===== config.mk =====
export PLATFORM = sky130hd
export DESIGN_NAME = slps_regs
export DESIGN_NICKNAME = d
export VERILOG_FILES = /design/src/rtl/slps_pkg.sv /design/src/rtl/slps_regs.sv
export SDC_FILE = /design/constraint.sdc
export NUM_CORES = 1
export LEC_CHECK = 0
export BUFFER_PORTS_ARGS = -buffer_cell sky130_fd_sc_hd__buf_2
export CELL_PAD_IN_SITES_DETAIL_PLACEMENT = 0
export CELL_PAD_IN_SITES_GLOBAL_PLACEMENT = 2
export CORE_MARGIN = 3
export CORE_UTILIZATION = 31
export CTS_CLUSTER_DIAMETER = 80
export DETAILED_ROUTE_END_ITERATION = 8
export PLACE_DENSITY = 0.87
export SLEW_MARGIN = 20
export SYNTH_ARGS = -nofsm -noshare
export SYNTH_HDL_FRONTEND = slang
export SYNTH_SLANG_ARGS = --single-unit

===== constraint.sdc =====
create_clock -name pclk -period 1.9 [get_ports pclk]
set_input_delay 0.19 -clock pclk [delete_from_list [all_inputs] [get_ports pclk]]
set_output_delay 0.19 -clock pclk [all_outputs]
set_load 0.005 [all_outputs]

===== src/rtl/slps_pkg.sv =====
// register map constants for the serial link parameter and status bank
// assumes an APB slave with 32-bit data, one register per multiframe_phase_set word
package slps_pkg;
	// printed offsets are not multiples of four: indices, byte address = 4*index
	localparam logic [11:0] IDX_ILA_IDENTIFIER  = 12'h206;
	localparam logic [11:0] IDX_FRAME_END_CHAR  = 12'h207;
	localparam logic [11:0] IDX_LINK_STATUS     = 12'h208;
	localparam logic [11:0] IDX_CHANNEL_PAIR_EN = 12'h209;
	localparam logic [11:0] IDX_LINK_CONTROL    = 12'h20A;
	localparam logic [11:0] IDX_IRQ_MASK        = 12'h20B;
	localparam logic [7:0] RST_ILA_IDENTIFIER  = 8'h00;
	localparam logic [7:0] RST_FRAME_END_CHAR  = 8'h00;
	localparam logic [7:0] RST_CHANNEL_PAIR_EN = 8'h03;
	localparam logic [7:0] RST_IRQ_MASK        = 8'h00;
	localparam int BIT_LINK_UP     = 6;
	localparam int BIT_SYNC_STATE  = 5;
	localparam int BIT_REALIGNED   = 4;
	localparam int BIT_PHASE_SET   = 3;
	localparam int BIT_SPLL_LOCK   = 2;
	localparam int BIT_CPLL_LOCK   = 0;
	localparam logic [7:0] STICKY_MASK = 8'h18;
	localparam logic [7:0] STATUS_MASK = 8'h7D;
	localparam logic [1:0] FCH_SEL_MASK = 2'h3;
	// comma characters as 8-bit K code values
	localparam logic [7:0] K28_7 = 8'hFC;
	localparam logic [7:0] K28_1 = 8'h3C;
	localparam logic [7:0] K28_5 = 8'hBC;
	typedef enum logic [1:0] {SLPS_FCH_K287, SLPS_FCH_K281, SLPS_FCH_K285, SLPS_FCH_RSVD} slps_fch_t;
endpackage


===== src/rtl/slps_regs.sv =====
// serial link parameter and status register bank with APB slave
// assumes link status and pll lock inputs are asynchronous pins
`timescale 1ns/1ps
`default_nettype none
module slps_regs #(
	parameter int ADDR_W = 14
) (
	input  wire logic        pclk,
	input  wire logic        presetn,
	input  wire logic        psel,
	input  wire logic        penable,
	input  wire logic        pwrite,
	input  wire logic [ADDR_W-1:0] paddr,
	input  wire logic [31:0] pwdata,
	input  wire logic [3:0]  pstrb,
	output logic      [31:0] prdata,
	output logic             pready,
	output logic             pslverr,
	input  wire logic        link_up,
	input  wire logic        sync_n,
	input  wire logic        sysref_realign,
	input  wire logic        sysref_event,
	input  wire logic        serializer_pll_lock,
	input  wire logic        converter_pll_lock,
	input  wire logic        comma_opportunity,
	input  wire logic        mode_8b10b,
	output logic      [7:0]  ila_identifier_value,
	output logic      [7:0]  end_comma,
	output logic             end_comma_valid,
	output logic             link_encoder_enable,
	output logic      [7:0]  channel_pair_enable_reg,
	output logic             irq
);
	// the index decode reads address bits 13:2
	if (ADDR_W < 14) begin : g_addr_check
		$error("ADDR_W too small for register map");
	end

	typedef struct packed {
		logic [7:0] ila_identifier;
		logic [7:0] frame_end_character;
		logic [7:0] channel_pair_enable;
		logic [7:0] irq_mask;
		logic       enc_en;
		logic [7:0] sticky;
		logic [31:0] rdata;
		logic [7:0] comma;
		logic       comma_vld;
		logic [5:0] s1;
		logic [5:0] s2;
		logic       ev_d;
		logic       ra_d;
		logic       ins;
	} slps_state_t;

	slps_state_t st;
	slps_state_t next_st;

	function automatic logic [11:0] reg_index(input logic [ADDR_W-1:0] a);
		reg_index = a[13:2];
	endfunction

	logic       acc;
	logic       wr;
	logic       rd_setup;
	logic [11:0] idx;
	logic       mapped;
	logic [7:0] status_view;
	logic       ev_rise;
	logic       ra_rise;

	assign acc = psel & penable;
	assign wr  = acc & pwrite & pstrb[0] & mapped;
	assign rd_setup = psel & ~penable & ~pwrite;
	assign idx = reg_index(paddr);
	assign mapped = (paddr[1:0] == 2'h0) && (idx >= slps_pkg::IDX_ILA_IDENTIFIER)
		&& (idx <= slps_pkg::IDX_IRQ_MASK);
	// s2 order: 5 link_up,4 sync_n,3 sysref_evt,2 realign,1 spll,0 cpll
	assign ev_rise = st.s2[3] & ~st.ev_d;
	assign ra_rise = st.s2[2] & ~st.ra_d;
	always_comb begin
		status_view = 8'h00;
		status_view[slps_pkg::BIT_LINK_UP]    = st.s2[5];
		status_view[slps_pkg::BIT_SYNC_STATE] = st.s2[4];
		status_view[slps_pkg::BIT_REALIGNED]  = st.sticky[slps_pkg::BIT_REALIGNED];
		status_view[slps_pkg::BIT_PHASE_SET]  = st.sticky[slps_pkg::BIT_PHASE_SET];
		status_view[slps_pkg::BIT_SPLL_LOCK]  = st.s2[1];
		status_view[slps_pkg::BIT_CPLL_LOCK]  = st.s2[0];
	end

	always_comb begin
		next_st = st;
		next_st.s1 = {link_up, sync_n, sysref_event, sysref_realign,
			serializer_pll_lock, converter_pll_lock};
		next_st.s2 = st.s1;
		next_st.ev_d = st.s2[3];
		next_st.ra_d = st.s2[2];
		// only in 8B/10B modes, only at an opportunity
		next_st.ins = comma_opportunity & mode_8b10b & st.enc_en;
		if (wr) begin
			case (idx)
				slps_pkg::IDX_ILA_IDENTIFIER: next_st.ila_identifier = pwdata[7:0];
				// reserved high bits stored as written; host keeps them zero
				slps_pkg::IDX_FRAME_END_CHAR: next_st.frame_end_character = pwdata[7:0];
				slps_pkg::IDX_CHANNEL_PAIR_EN: next_st.channel_pair_enable = pwdata[7:0];
				slps_pkg::IDX_LINK_CONTROL: next_st.enc_en = pwdata[0];
				slps_pkg::IDX_IRQ_MASK: next_st.irq_mask = pwdata[7:0] & slps_pkg::STICKY_MASK;
				slps_pkg::IDX_LINK_STATUS:
					next_st.sticky = st.sticky & ~(pwdata[7:0] & slps_pkg::STICKY_MASK);
				default: ;
			endcase
		end
		// set wins over a simultaneous clear
		if (ra_rise)
			next_st.sticky[slps_pkg::BIT_REALIGNED] = 1'b1;
		// armed only while enabled and not yet set since enable
		if (ev_rise && st.enc_en && !st.comma_vld)
			next_st.sticky[slps_pkg::BIT_PHASE_SET] = 1'b1;
		if (wr && idx == slps_pkg::IDX_LINK_CONTROL && pwdata[0] && !st.enc_en)
			next_st.comma_vld = 1'b0;
		else if (ev_rise && st.enc_en)
			next_st.comma_vld = 1'b1;
		// loaded in the setup cycle so that data stands at the access edge
		if (rd_setup) begin
			next_st.rdata = 32'h0000_0000;
			if (mapped) begin
				case (idx)
					slps_pkg::IDX_ILA_IDENTIFIER: next_st.rdata[7:0] = st.ila_identifier;
					slps_pkg::IDX_FRAME_END_CHAR: next_st.rdata[7:0] = st.frame_end_character;
					slps_pkg::IDX_LINK_STATUS: next_st.rdata[7:0] = status_view;
					slps_pkg::IDX_CHANNEL_PAIR_EN: next_st.rdata[7:0] = st.channel_pair_enable;
					slps_pkg::IDX_LINK_CONTROL: next_st.rdata[0] = st.enc_en;
					slps_pkg::IDX_IRQ_MASK: next_st.rdata[7:0] = st.irq_mask;
					default: ;
				endcase
			end
		end
		case (slps_pkg::slps_fch_t'(st.frame_end_character[1:0] & slps_pkg::FCH_SEL_MASK))
			slps_pkg::SLPS_FCH_K287: next_st.comma = slps_pkg::K28_7;
			slps_pkg::SLPS_FCH_K281: next_st.comma = slps_pkg::K28_1;
			slps_pkg::SLPS_FCH_K285: next_st.comma = slps_pkg::K28_5;
			default: next_st.comma = slps_pkg::K28_7;
		endcase
	end

	// comma_vld doubles as the phase-set arm flag, cleared when enable is set
	always_ff @(posedge pclk or negedge presetn) begin
		if (!presetn) begin
			st <= '{ila_identifier: slps_pkg::RST_ILA_IDENTIFIER,
				frame_end_character: slps_pkg::RST_FRAME_END_CHAR,
				channel_pair_enable: slps_pkg::RST_CHANNEL_PAIR_EN,
				irq_mask: slps_pkg::RST_IRQ_MASK, default: '0};
		end else begin
			st <= next_st;
		end
	end

	assign prdata = st.rdata;
	assign pready = 1'b1;
	assign pslverr = acc & ~mapped;
	assign ila_identifier_value = st.ila_identifier;
	assign end_comma = st.comma;
	assign end_comma_valid = st.ins;
	assign link_encoder_enable = st.enc_en;
	assign channel_pair_enable_reg = st.channel_pair_enable;
	assign irq = |(st.sticky & st.irq_mask);
endmodule
`default_nettype wire


==> results.yml, run 1 <==
synth:
  synth_edf_count: 0
  ys_warn_count: 0
  yosys_most_used_dff: "dfrtp_1"
  synthCells: 245
  synth-seq-area-share_pct: 49.9
  synthArstFlopShare_pct: 100
  synthesis.area_mm2: 0.00282
  synth.avg_cell_area_um2: 11.5
  synthDistinctLibCells: 39
  ys_seq_elements: 56
critical_path:
  critPathRequiredTime_ns: 1.71
  path_max_fanout: 3
  critPathLaunchType: "primary input"
  cp.arrival_ns: 1.51
  worstSetupPathType: "in -> out"
  end_kind: "output port"
drt:
  viasPerCell: 4.32
  drc_errors: 0
  ant_nets: 0
  drtIter0Drc: 75
  wl_per_cell_um: 13.9
  num_vias: 1781
  drt_pass1_iterations: 4
  wl_mm: 5.71
final_layout:
  largest_reg_flops: 19
  area_delta_synth_final_pct: 13.3
  fin_nets: 367
  regMostFlops: "st"
  finalNonFillerCells: 412
  final_layout_size_suffix_gt1_share_pct: 41.4
  diodes: 0
global_route:
  track_usage_pct: 10.9
  grt_max_degree: 57
  grt_first_pass_wirelength_mm: 8.79
  grt.overflow.total: 0
  grt_pass1_vias: 1723
  antenna_found_initial: 0
cts:
  clock_path_buffers: 2
  htreeDepth: 2
  clock_latency_ns: 0.31
  cts.sink_count: 56
  root_buffer: "clkbuf_8"
  cts_resized: 0
  clk_pin_slew_ns: 0.11
  tritoncts: "yes"
  numCtsBuffers: 5
  cts_setup_buffers: 0
  ctsHoldBuffers: 6
placed_design:
  dp.cells: 398
  dp_slack_ns: -0.00697
  gp_congestion: 0.774
  io_buffer_count: 69
  hpwl_mm: 4.33
timing:
  layout_min_cycle_time_ns: 1.70
  fin_hold_ws_ns: -0.00862
  fin_skew_ns: 0.0134
  worst_pin_slew_ns: 0.718
  period_share_pct: 89.4
  timing.final.ws_setup_ns: 0.201
  drv_slew: 0
  tns_ns: 0
  hold_viol_final: 5
  rsz0062_at_grt: "no"
  setup_viol: 0
  max_slew_margin_pct: 52.2
  max_freq_mhz: 589
outcome:
  run_status: "complete, but fails checks"
  violations: "negative hold slack"
floorplan:
  io_pins: 124
  die_area_mm2: 0.0103
  die_h_um: 101
  core_area_mm2: 0.00876
  die_w_um: 101
  rows: 34
  start_util_pct: 32.1
pwr:
  p_leak_nw: 1.60
  powerDensity_mw_per_mm2: 644
  peakVddDrop_uv: 278
job:
  drv_cap: 0
hold_path:
  hold_class: "in -> async"
## final timing paths
| check | startpoint | to | slack (ns) | cells after the start |
|---|---|---|---|---|
| min reg2reg | next_st[5]$_DFF_PN0_ | next_st[1]$_DFF_PN0_ | 0.36 | 0 |
| max | paddr[7] | pslverr | 0.20 | 6 |
| max reg2reg | channel_pair_enable_reg[0]$_DFFE_PN1P_ | prdata[0]$_DFFE_PN0P_ | 0.63 | 4 |
| min in group pclk | mode_8b10b | end_comma_valid$_DFF_PN0_ | 0.12 | 2 |
| min | presetn | st[60]$_DFFE_PN0P_ | -0.009 | 2 |
| max in group asynchronous | presetn | channel_pair_enable_reg[7]$_DFFE_PN0P_ | 1.41 | 2 |
## power by group
part | switching (mW) | internal, mW | total [mW]
clock | 0.410 | 0.272 | 0.682
sequential | 0.00443 | 1.21 | 1.21
combinational | 0.0991 | 0.0622 | 0.161
total | 0.514 | 1.54 | 2.06
## per-layer routing
metal	global-route usage (%)	routed length (um)	up-vias
met2	16.6	2530	66
met3	3.17	493	4
li1	-	-	875
met4	3.78	64	0
met1	14.9	2620	836
met5	0	0	-
## synth_stat cells (3+ instances only)
master	n	share of area, %
mux2i_1	10	3.6
o21ai_1	7	1.2
inv_1	5	0.67
nor2b_1	3	0.67
mux2_2	29	12
nand4_1	4	0.89
o21ai_0	5	0.89
a21oi_1	3	0.53
nor3b_1	3	0.80
nor2_2	3	0.67
nand2_1	15	2.0
nand3b_1	3	0.80
dfrtp_1	54	48
buf_4	57	15
nor2_1	7	0.93
o22a_1	3	0.93
## area by class of cell
cell class | count | area (um^2)
clock inverters | 3 | 26.3
inverters | 5 | 18.8
fillers | 893 | 5570
well taps | 108 | 135
clock buffers | 5 | 68.8
flip-flops and latches | 56 | 1400
multi-input cells | 148 | 1040
repair buffers | 87 | 495
## critical path, stage by stage
cell and delay, ns:
buf_2 0.11, or4b_4 0.55, nor4_4 0.29, buf_4 0.19, a21oi_1 0.06, buf_2 0.12
## stage by stage
stage	total power, mW	area [um^2]	utilization [%]
after floorplan	1.34	2910	-
after global placement	1.39	3030	34.6
after detailed placement	1.39	3030	34.6
after CTS	2.08	3190	36.4
after global routing	2.15	3190	36.4
final	2.06	3190	36.4
## logic make-up after synthesis
group / share of synthesized area [%]
buffers and inverters: 16.6
flip-flops: 49.9
AND/OR/NAND/NOR: 11.7
multiplexers: 15.2
AO/OA/AOI/OAI: 5.96
other: 0.267
adder cells (fa/ha/maj): 0.444
## cell usage in the layout, fill, tap and decap left out, drive strengths merged, types with 2 or more instances in the layout
master	n
a21oi	3
a22o	2
a22oi	2
a311oi	2
buf	81
clkbuf	5
conb	28
dfrtp	54
dfstp	2
dlygate4sd3	6
inv	7
mux2	29
mux2i	10
nand2	15
nand2b	2
nand3	2
nand3b	3
nand4	5
nor2	10
nor2b	3
nor3	2
nor3b	3
nor4	3
o21ai	12
o22a	3
(Power assumes the default switching activity.)
==> inputs of run 2 (changes only) <==
BUFFER_PORTS_ARGS = default   (was -buffer_cell sky130_fd_sc_hd__buf_2)
CORE_UTILIZATION = 41   (was 31)
DONT_BUFFER_PORTS = 1   (was default)
PLACE_DENSITY = 0.85   (was 0.87)
==> run 2 against run 1 <==
Compared with the run above:
- the run now ends clean
- clock skew shrank 0.00091 ns
- power shrank 6.0%
- non-clock buffer count shrank 72
- first-iteration DRC count shrank 9.3%
- critical path depth shrank 3
- sequential share of layout area grew 6.3 points
==> results.yml, run 2 (synthesized netlist as in run 1, its figures left out) <==
critical_path:
  reg2reg_depth: 4
  critPathLaunchType: "primary input"
  regToRegSetupSlack_ns: 0.69
  timing.rr.start: "channel_pair_enable_reg[0]$_DFFE_PN1P_"
  critPathRequiredTime_ns: 1.71
  cp.arrival_ns: 1.31
  end_kind: "output port"
  path_max_fanout: 5
  cp-startpoint: "paddr[7]"
  crit_path_end: "pslverr"
  reg2reg_to: "prdata[0]$_DFFE_PN0P_"
  worstSetupPathType: "in -> out"
placed_design:
  io_buffer_count: 0
  dp.cells: 293
  hpwl_mm: 3.87
  gp_congestion: 0.735
  dp_slack_ns: 0.0971
cts:
  cts_setup_buffers: 0
  tritoncts: "yes"
  htreeDepth: 2
  cts_resized: 0
  clock_latency_ns: 0.31
  clock_path_buffers: 2
  numCtsBuffers: 5
  clk_pin_slew_ns: 0.10
  cts.sink_count: 56
  root_buffer: "clkbuf_8"
drt:
  num_vias: 1519
  drc_errors: 0
  top_layer: "met4"
  wl_per_cell_um: 16.9
  drt_pass1_iterations: 6
  dr_wl_met2_mm: 2.33
  drtIter0Drc: 68
  met3_length_um: 558
  viasPerCell: 4.92
  drt-met1-wl_mm: 2.25
  wl_mm: 5.23
  ant_nets: 0
final_layout:
  finalNonFillerCells: 309
  final_layout_size_suffix_gt1_share_pct: 21.6
  regMostFlops: "st"
  fin_nets: 295
  final_common_cell: "dfrtp_1"
  area_delta_synth_final_pct: -0.889
  largest_reg_flops: 19
  diodes: 0
  final_cell_mix: "54 x dfrtp_1, 29 x mux2_2, 28 x conb_1"
outcome:
  run_status: "complete, no violations"
pwr:
  p_comb_share_pct: 5.2
  power.share.sequential_pct: 62.8
  switching_power_mw: 0.423
  p_leak_nw: 1.27
  peakVddDrop_uv: 265
  p_int_mw: 1.51
  p_sw_share_pct: 21.9
  p_total_mw: 1.93
  powerDensity_mw_per_mm2: 692
  clkPwrFrac_pct: 32.0
hold_path:
  hold_class: "in -> reg"
timing:
  tns_ns: 0
  setup_viol: 0
  period_share_pct: 79.1
  fin_skew_ns: 0.0125
  drv_slew: 0
  layout_min_cycle_time_ns: 1.50
  hold_viol_final: 0
  rsz0062_at_grt: "no"
  max_freq_mhz: 665
  fin_hold_ws_ns: 0.0218
  timing.final.ws_setup_ns: 0.396
floorplan:
  io_pins: 124
  rows: 29
  core_area_mm2: 0.00649
  die_h_um: 88.9
  die_area_mm2: 0.00790
  start_util_pct: 43.3
  die_w_um: 88.9
global_route:
  antenna_found_initial: 0
  grt_max_degree: 57
  grt.overflow.total: 0
  track_usage_pct: 13.8
  grt_pass1_vias: 1508
  grt_first_pass_wirelength_mm: 8.12
job:
  drv_cap: 0
-- run 2: cell count changes in the layout (fill, tap and decap cells not counted) --
cell and delta:
buf_16 +1, buf_2 -69, buf_4 -5, clkbuf_1 +3, clkinv_4 -1, dlygate4sd3_1 +1
inv_6 -2
-- run 2: area by class of cell --
class	count	area, um^2
Clock buffer	8	80.1
Fill cell	602	3700
Tap cell	77	96.3
Sequential cell	56	1400
Timing Repair Buffer	15	150
Multi-Input combinational cell	148	1040
Inverter	5	18.8
-- run 2: critical path, cell delays in order --
cell	delay, ns
or4b_4	0.54
nor4_4	0.42
a21oi_1	0.16
-- run 2: power groups by stage --
stage	combinational (mW)	clock (mW)	sequential [mW]
6_report	0.101	0.618	1.21
4_1_cts	0.102	0.652	1.21
5_1_grt	0.114	0.702	1.22
3_5_place_dp	0.0591	0	1.24
3_3_place_gp	0.0591	0	1.24
2_1_floorplan	0.108	0	1.23
-- run 2: routing by layer --
layer,GRT usage (%),vias to the layer above
met5,0,-
met2,21.0,67
met4,5.36,0
met3,5.77,6
met1,17.4,712
li1,-,734
-- run 2: through the flow --
stage          utilization, %  cell area, um^2
2_1_floorplan               -             2910
3_3_place_gp             40.2             2610
3_5_place_dp             40.2             2610
4_1_cts                  43.0             2790
5_1_grt                  43.0             2790
6_report                 43.0             2790
-- run 2: worst min path at each step --
stage                          from                                     end  slack (ns)  cells past startpoint
after floorplan             presetn  channel_pair_enable_reg[2]$_DFFE_PN0P_       -0.11                      0
after global placement      presetn                      st[60]$_DFFE_PN0P_       -0.10                      0
after detailed placement    presetn                      st[60]$_DFFE_PN0P_       -0.10                      0
after CTS                 pwdata[4]  channel_pair_enable_reg[4]$_DFFE_PN0P_        0.01                      1
after global routing      pwdata[4]  channel_pair_enable_reg[4]$_DFFE_PN0P_       0.007                      1
final                     pwdata[4]  channel_pair_enable_reg[4]$_DFFE_PN0P_        0.02                      1
-- run 2: repair_timing --
item,CTS,global route
endpoints found under the hold margin,62,0
setup endpoints to repair,0,0
hold buffers,8,0
==> inputs of run 3 (changes only) <==
CORE_UTILIZATION = 38   (was 41)
PLACE_DENSITY = 0.8   (was 0.85)
clock period = 1.45 ns   (was 1.9 ns; I/O delays follow)
==> run 3 against run 2 <==
Compared with the run above:
- the flow now finishes with violations (negative hold slack)
- cell count is 10% higher
- global-route usage down 0.47 points
- utilization shrank 0.90 points
- combinational power is 20% higher
- critical endpoint unchanged
- highest routed layer unchanged
==> results.yml, run 3 (synthesized netlist as in run 1, its figures left out) <==
cts:
  cts_setup_buffers: 0
  cts.sink_count: 56
  clock_path_buffers: 2
  clock_latency_ns: 0.30
  cts_resized: 0
  root_buffer: "clkbuf_8"
  ctsHoldBuffers: 16
  clk_pin_slew_ns: 0.09
  htreeDepth: 2
  numCtsBuffers: 5
  tritoncts: "yes"
critical_path:
  path_cells: "or4b_4 -> nor4_4 -> buf_4 -> a21oi_1"
  reg2reg_to: "end_comma_valid$_DFF_PN0_"
  max_stage_delay_ns: 0.54
  path_delay_family: "simple AND/OR/NAND/NOR gates"
  worstSetupPathType: "in -> out"
  cpMaxStageDelayCell: "or4b_4"
  timing.rr.start: "link_encoder_enable$_DFFE_PN0P_"
  path_max_fanout: 3
  critPathLaunchType: "primary input"
  reg2reg_depth: 2
  cp.arrival_ns: 1.20
  path_buf_inv: 1
  critPathRequiredTime_ns: 1.31
  regToRegSetupSlack_ns: 0.15
  end_kind: "output port"
final_layout:
  diodes: 0
  final_cell_mix: "54 x dfrtp_1, 29 x mux2_2, 28 x conb_1"
  final_common_cell: "dfrtp_1"
  finalNonFillerCells: 341
  regMostFlops: "st"
  fin_nets: 309
  final_layout_size_suffix_gt1_share_pct: 22.9
  largest_reg_flops: 19
  area_delta_synth_final_pct: 4.31
floorplan:
  die_h_um: 92.1
  die_w_um: 92.1
  die_area_mm2: 0.00848
  core_area_mm2: 0.00698
  rows: 30
  io_pins: 124
  start_util_pct: 40.3
drt:
  drt_pass1_iterations: 4
  viasPerCell: 4.80
  wl_mm: 5.40
  drtIter0Drc: 63
  drc_errors: 0
  num_vias: 1636
  ant_nets: 0
  wl_per_cell_um: 15.8
pwr:
  powerDensity_mw_per_mm2: 854
  peakVddDrop_uv: 313
  p_leak_nw: 1.33
placed_design:
  io_buffer_count: 0
  gp_congestion: 0.789
  dp.cells: 318
  hpwl_mm: 3.96
timing:
  tns_ns: 0
  rsz0062_at_grt: "no"
  layout_min_cycle_time_ns: 1.35
  fin_skew_ns: 0.00282
  hold_viol_final: 56
  drv_slew: 0
  period_share_pct: 92.9
  max_freq_mhz: 743
  fin_hold_ws_ns: -0.470
  setup_viol: 0
global_route:
  antenna_found_initial: 0
  grt.overflow.total: 0
  grt_pass1_vias: 1678
  grt_max_degree: 57
  grt_first_pass_wirelength_mm: 8.75
  track_usage_pct: 13.3
outcome:
  violations: "negative hold slack"
  run_status: "complete, but fails checks"
hold_path:
  hold_class: "in -> async"
job:
  drv_cap: 0
[run 3: cell types whose count changed in the layout (fill, tap and decap cells not counted)]
| cell | delta |
|---|---|
| dlygate4sd3_1 | +9 |
| nor2_4 | +1 |
| nor2_2 | -1 |
| clkbuf_1 | -2 |
| buf_12 | +1 |
| clkinv_2 | +1 |
| buf_4 | +5 |
| buf_16 | -1 |
[run 3: report_power, final]
group / leakage, nW / switching [mW] / internal, mW
Combinational: 0.578 / 0.0613 / 0.0593
Sequential: 0.714 / 0.00849 / 1.58
Clock: 0.0410 / 0.467 / 0.330
Total: 1.33 / 0.537 / 1.97
[run 3: per-layer routing]
metal	track usage [%]	wire, um
met1	15.6	2200
met2	21.4	2470
met3	6.23	630
met4	4.83	101
met5	0	0
[run 3: per-stage QoR]
step | utilization [%] | instance area [um^2] | hold WS [ns] | setup WS [ns] | total power [mW]
after floorplan | - | 2920 | -0.151 | -0.0321 | 1.76
after global placement | 38.7 | 2700 | -0.149 | -0.156 | 1.70
after detailed placement | 38.7 | 2700 | -0.149 | -0.182 | 1.70
after CTS | 42.1 | 2940 | -0.485 | 0.0871 | 2.54
after global routing | 42.1 | 2940 | -0.499 | 0.0378 | 2.62
final | 42.1 | 2940 | -0.470 | 0.104 | 2.51
[run 3: worst register-to-register path, delay by kind of cell, from the launching register on]
family,cells,cell delay [ns]
flip-flops,1,0.47
buffers and inverters,1,0.54
AND/OR/NAND/NOR,1,0.18
[run 3: how the worst max path moves through the flow]
stage                                                        end  startpoint  slack (ns)  cells past startpoint
after floorplan           channel_pair_enable_reg[2]$_DFFE_PN0P_    paddr[7]       -0.03                      4
after global routing      channel_pair_enable_reg[2]$_DFFE_PN0P_   paddr[13]        0.04                      5
after detailed placement                      st[88]$_DFFE_PN0P_   paddr[13]       -0.18                      5
after global placement           link_encoder_enable$_DFFE_PN0P_   paddr[13]       -0.16                      5
final                                                    pslverr    paddr[7]        0.10                      4
after CTS                                                pslverr    paddr[7]        0.09                      4
[run 3: cell type report]
cell class                      instances  area (um^2)
Sequential cell                        56         1400
Multi-Input combinational cell        148         1050
Tap cell                               96          120
Fill cell                             692         4050
Clock buffer                            6         72.6
Timing Repair Buffer                   29          270
Inverter                                5         18.8
Clock inverter                          1         5.00
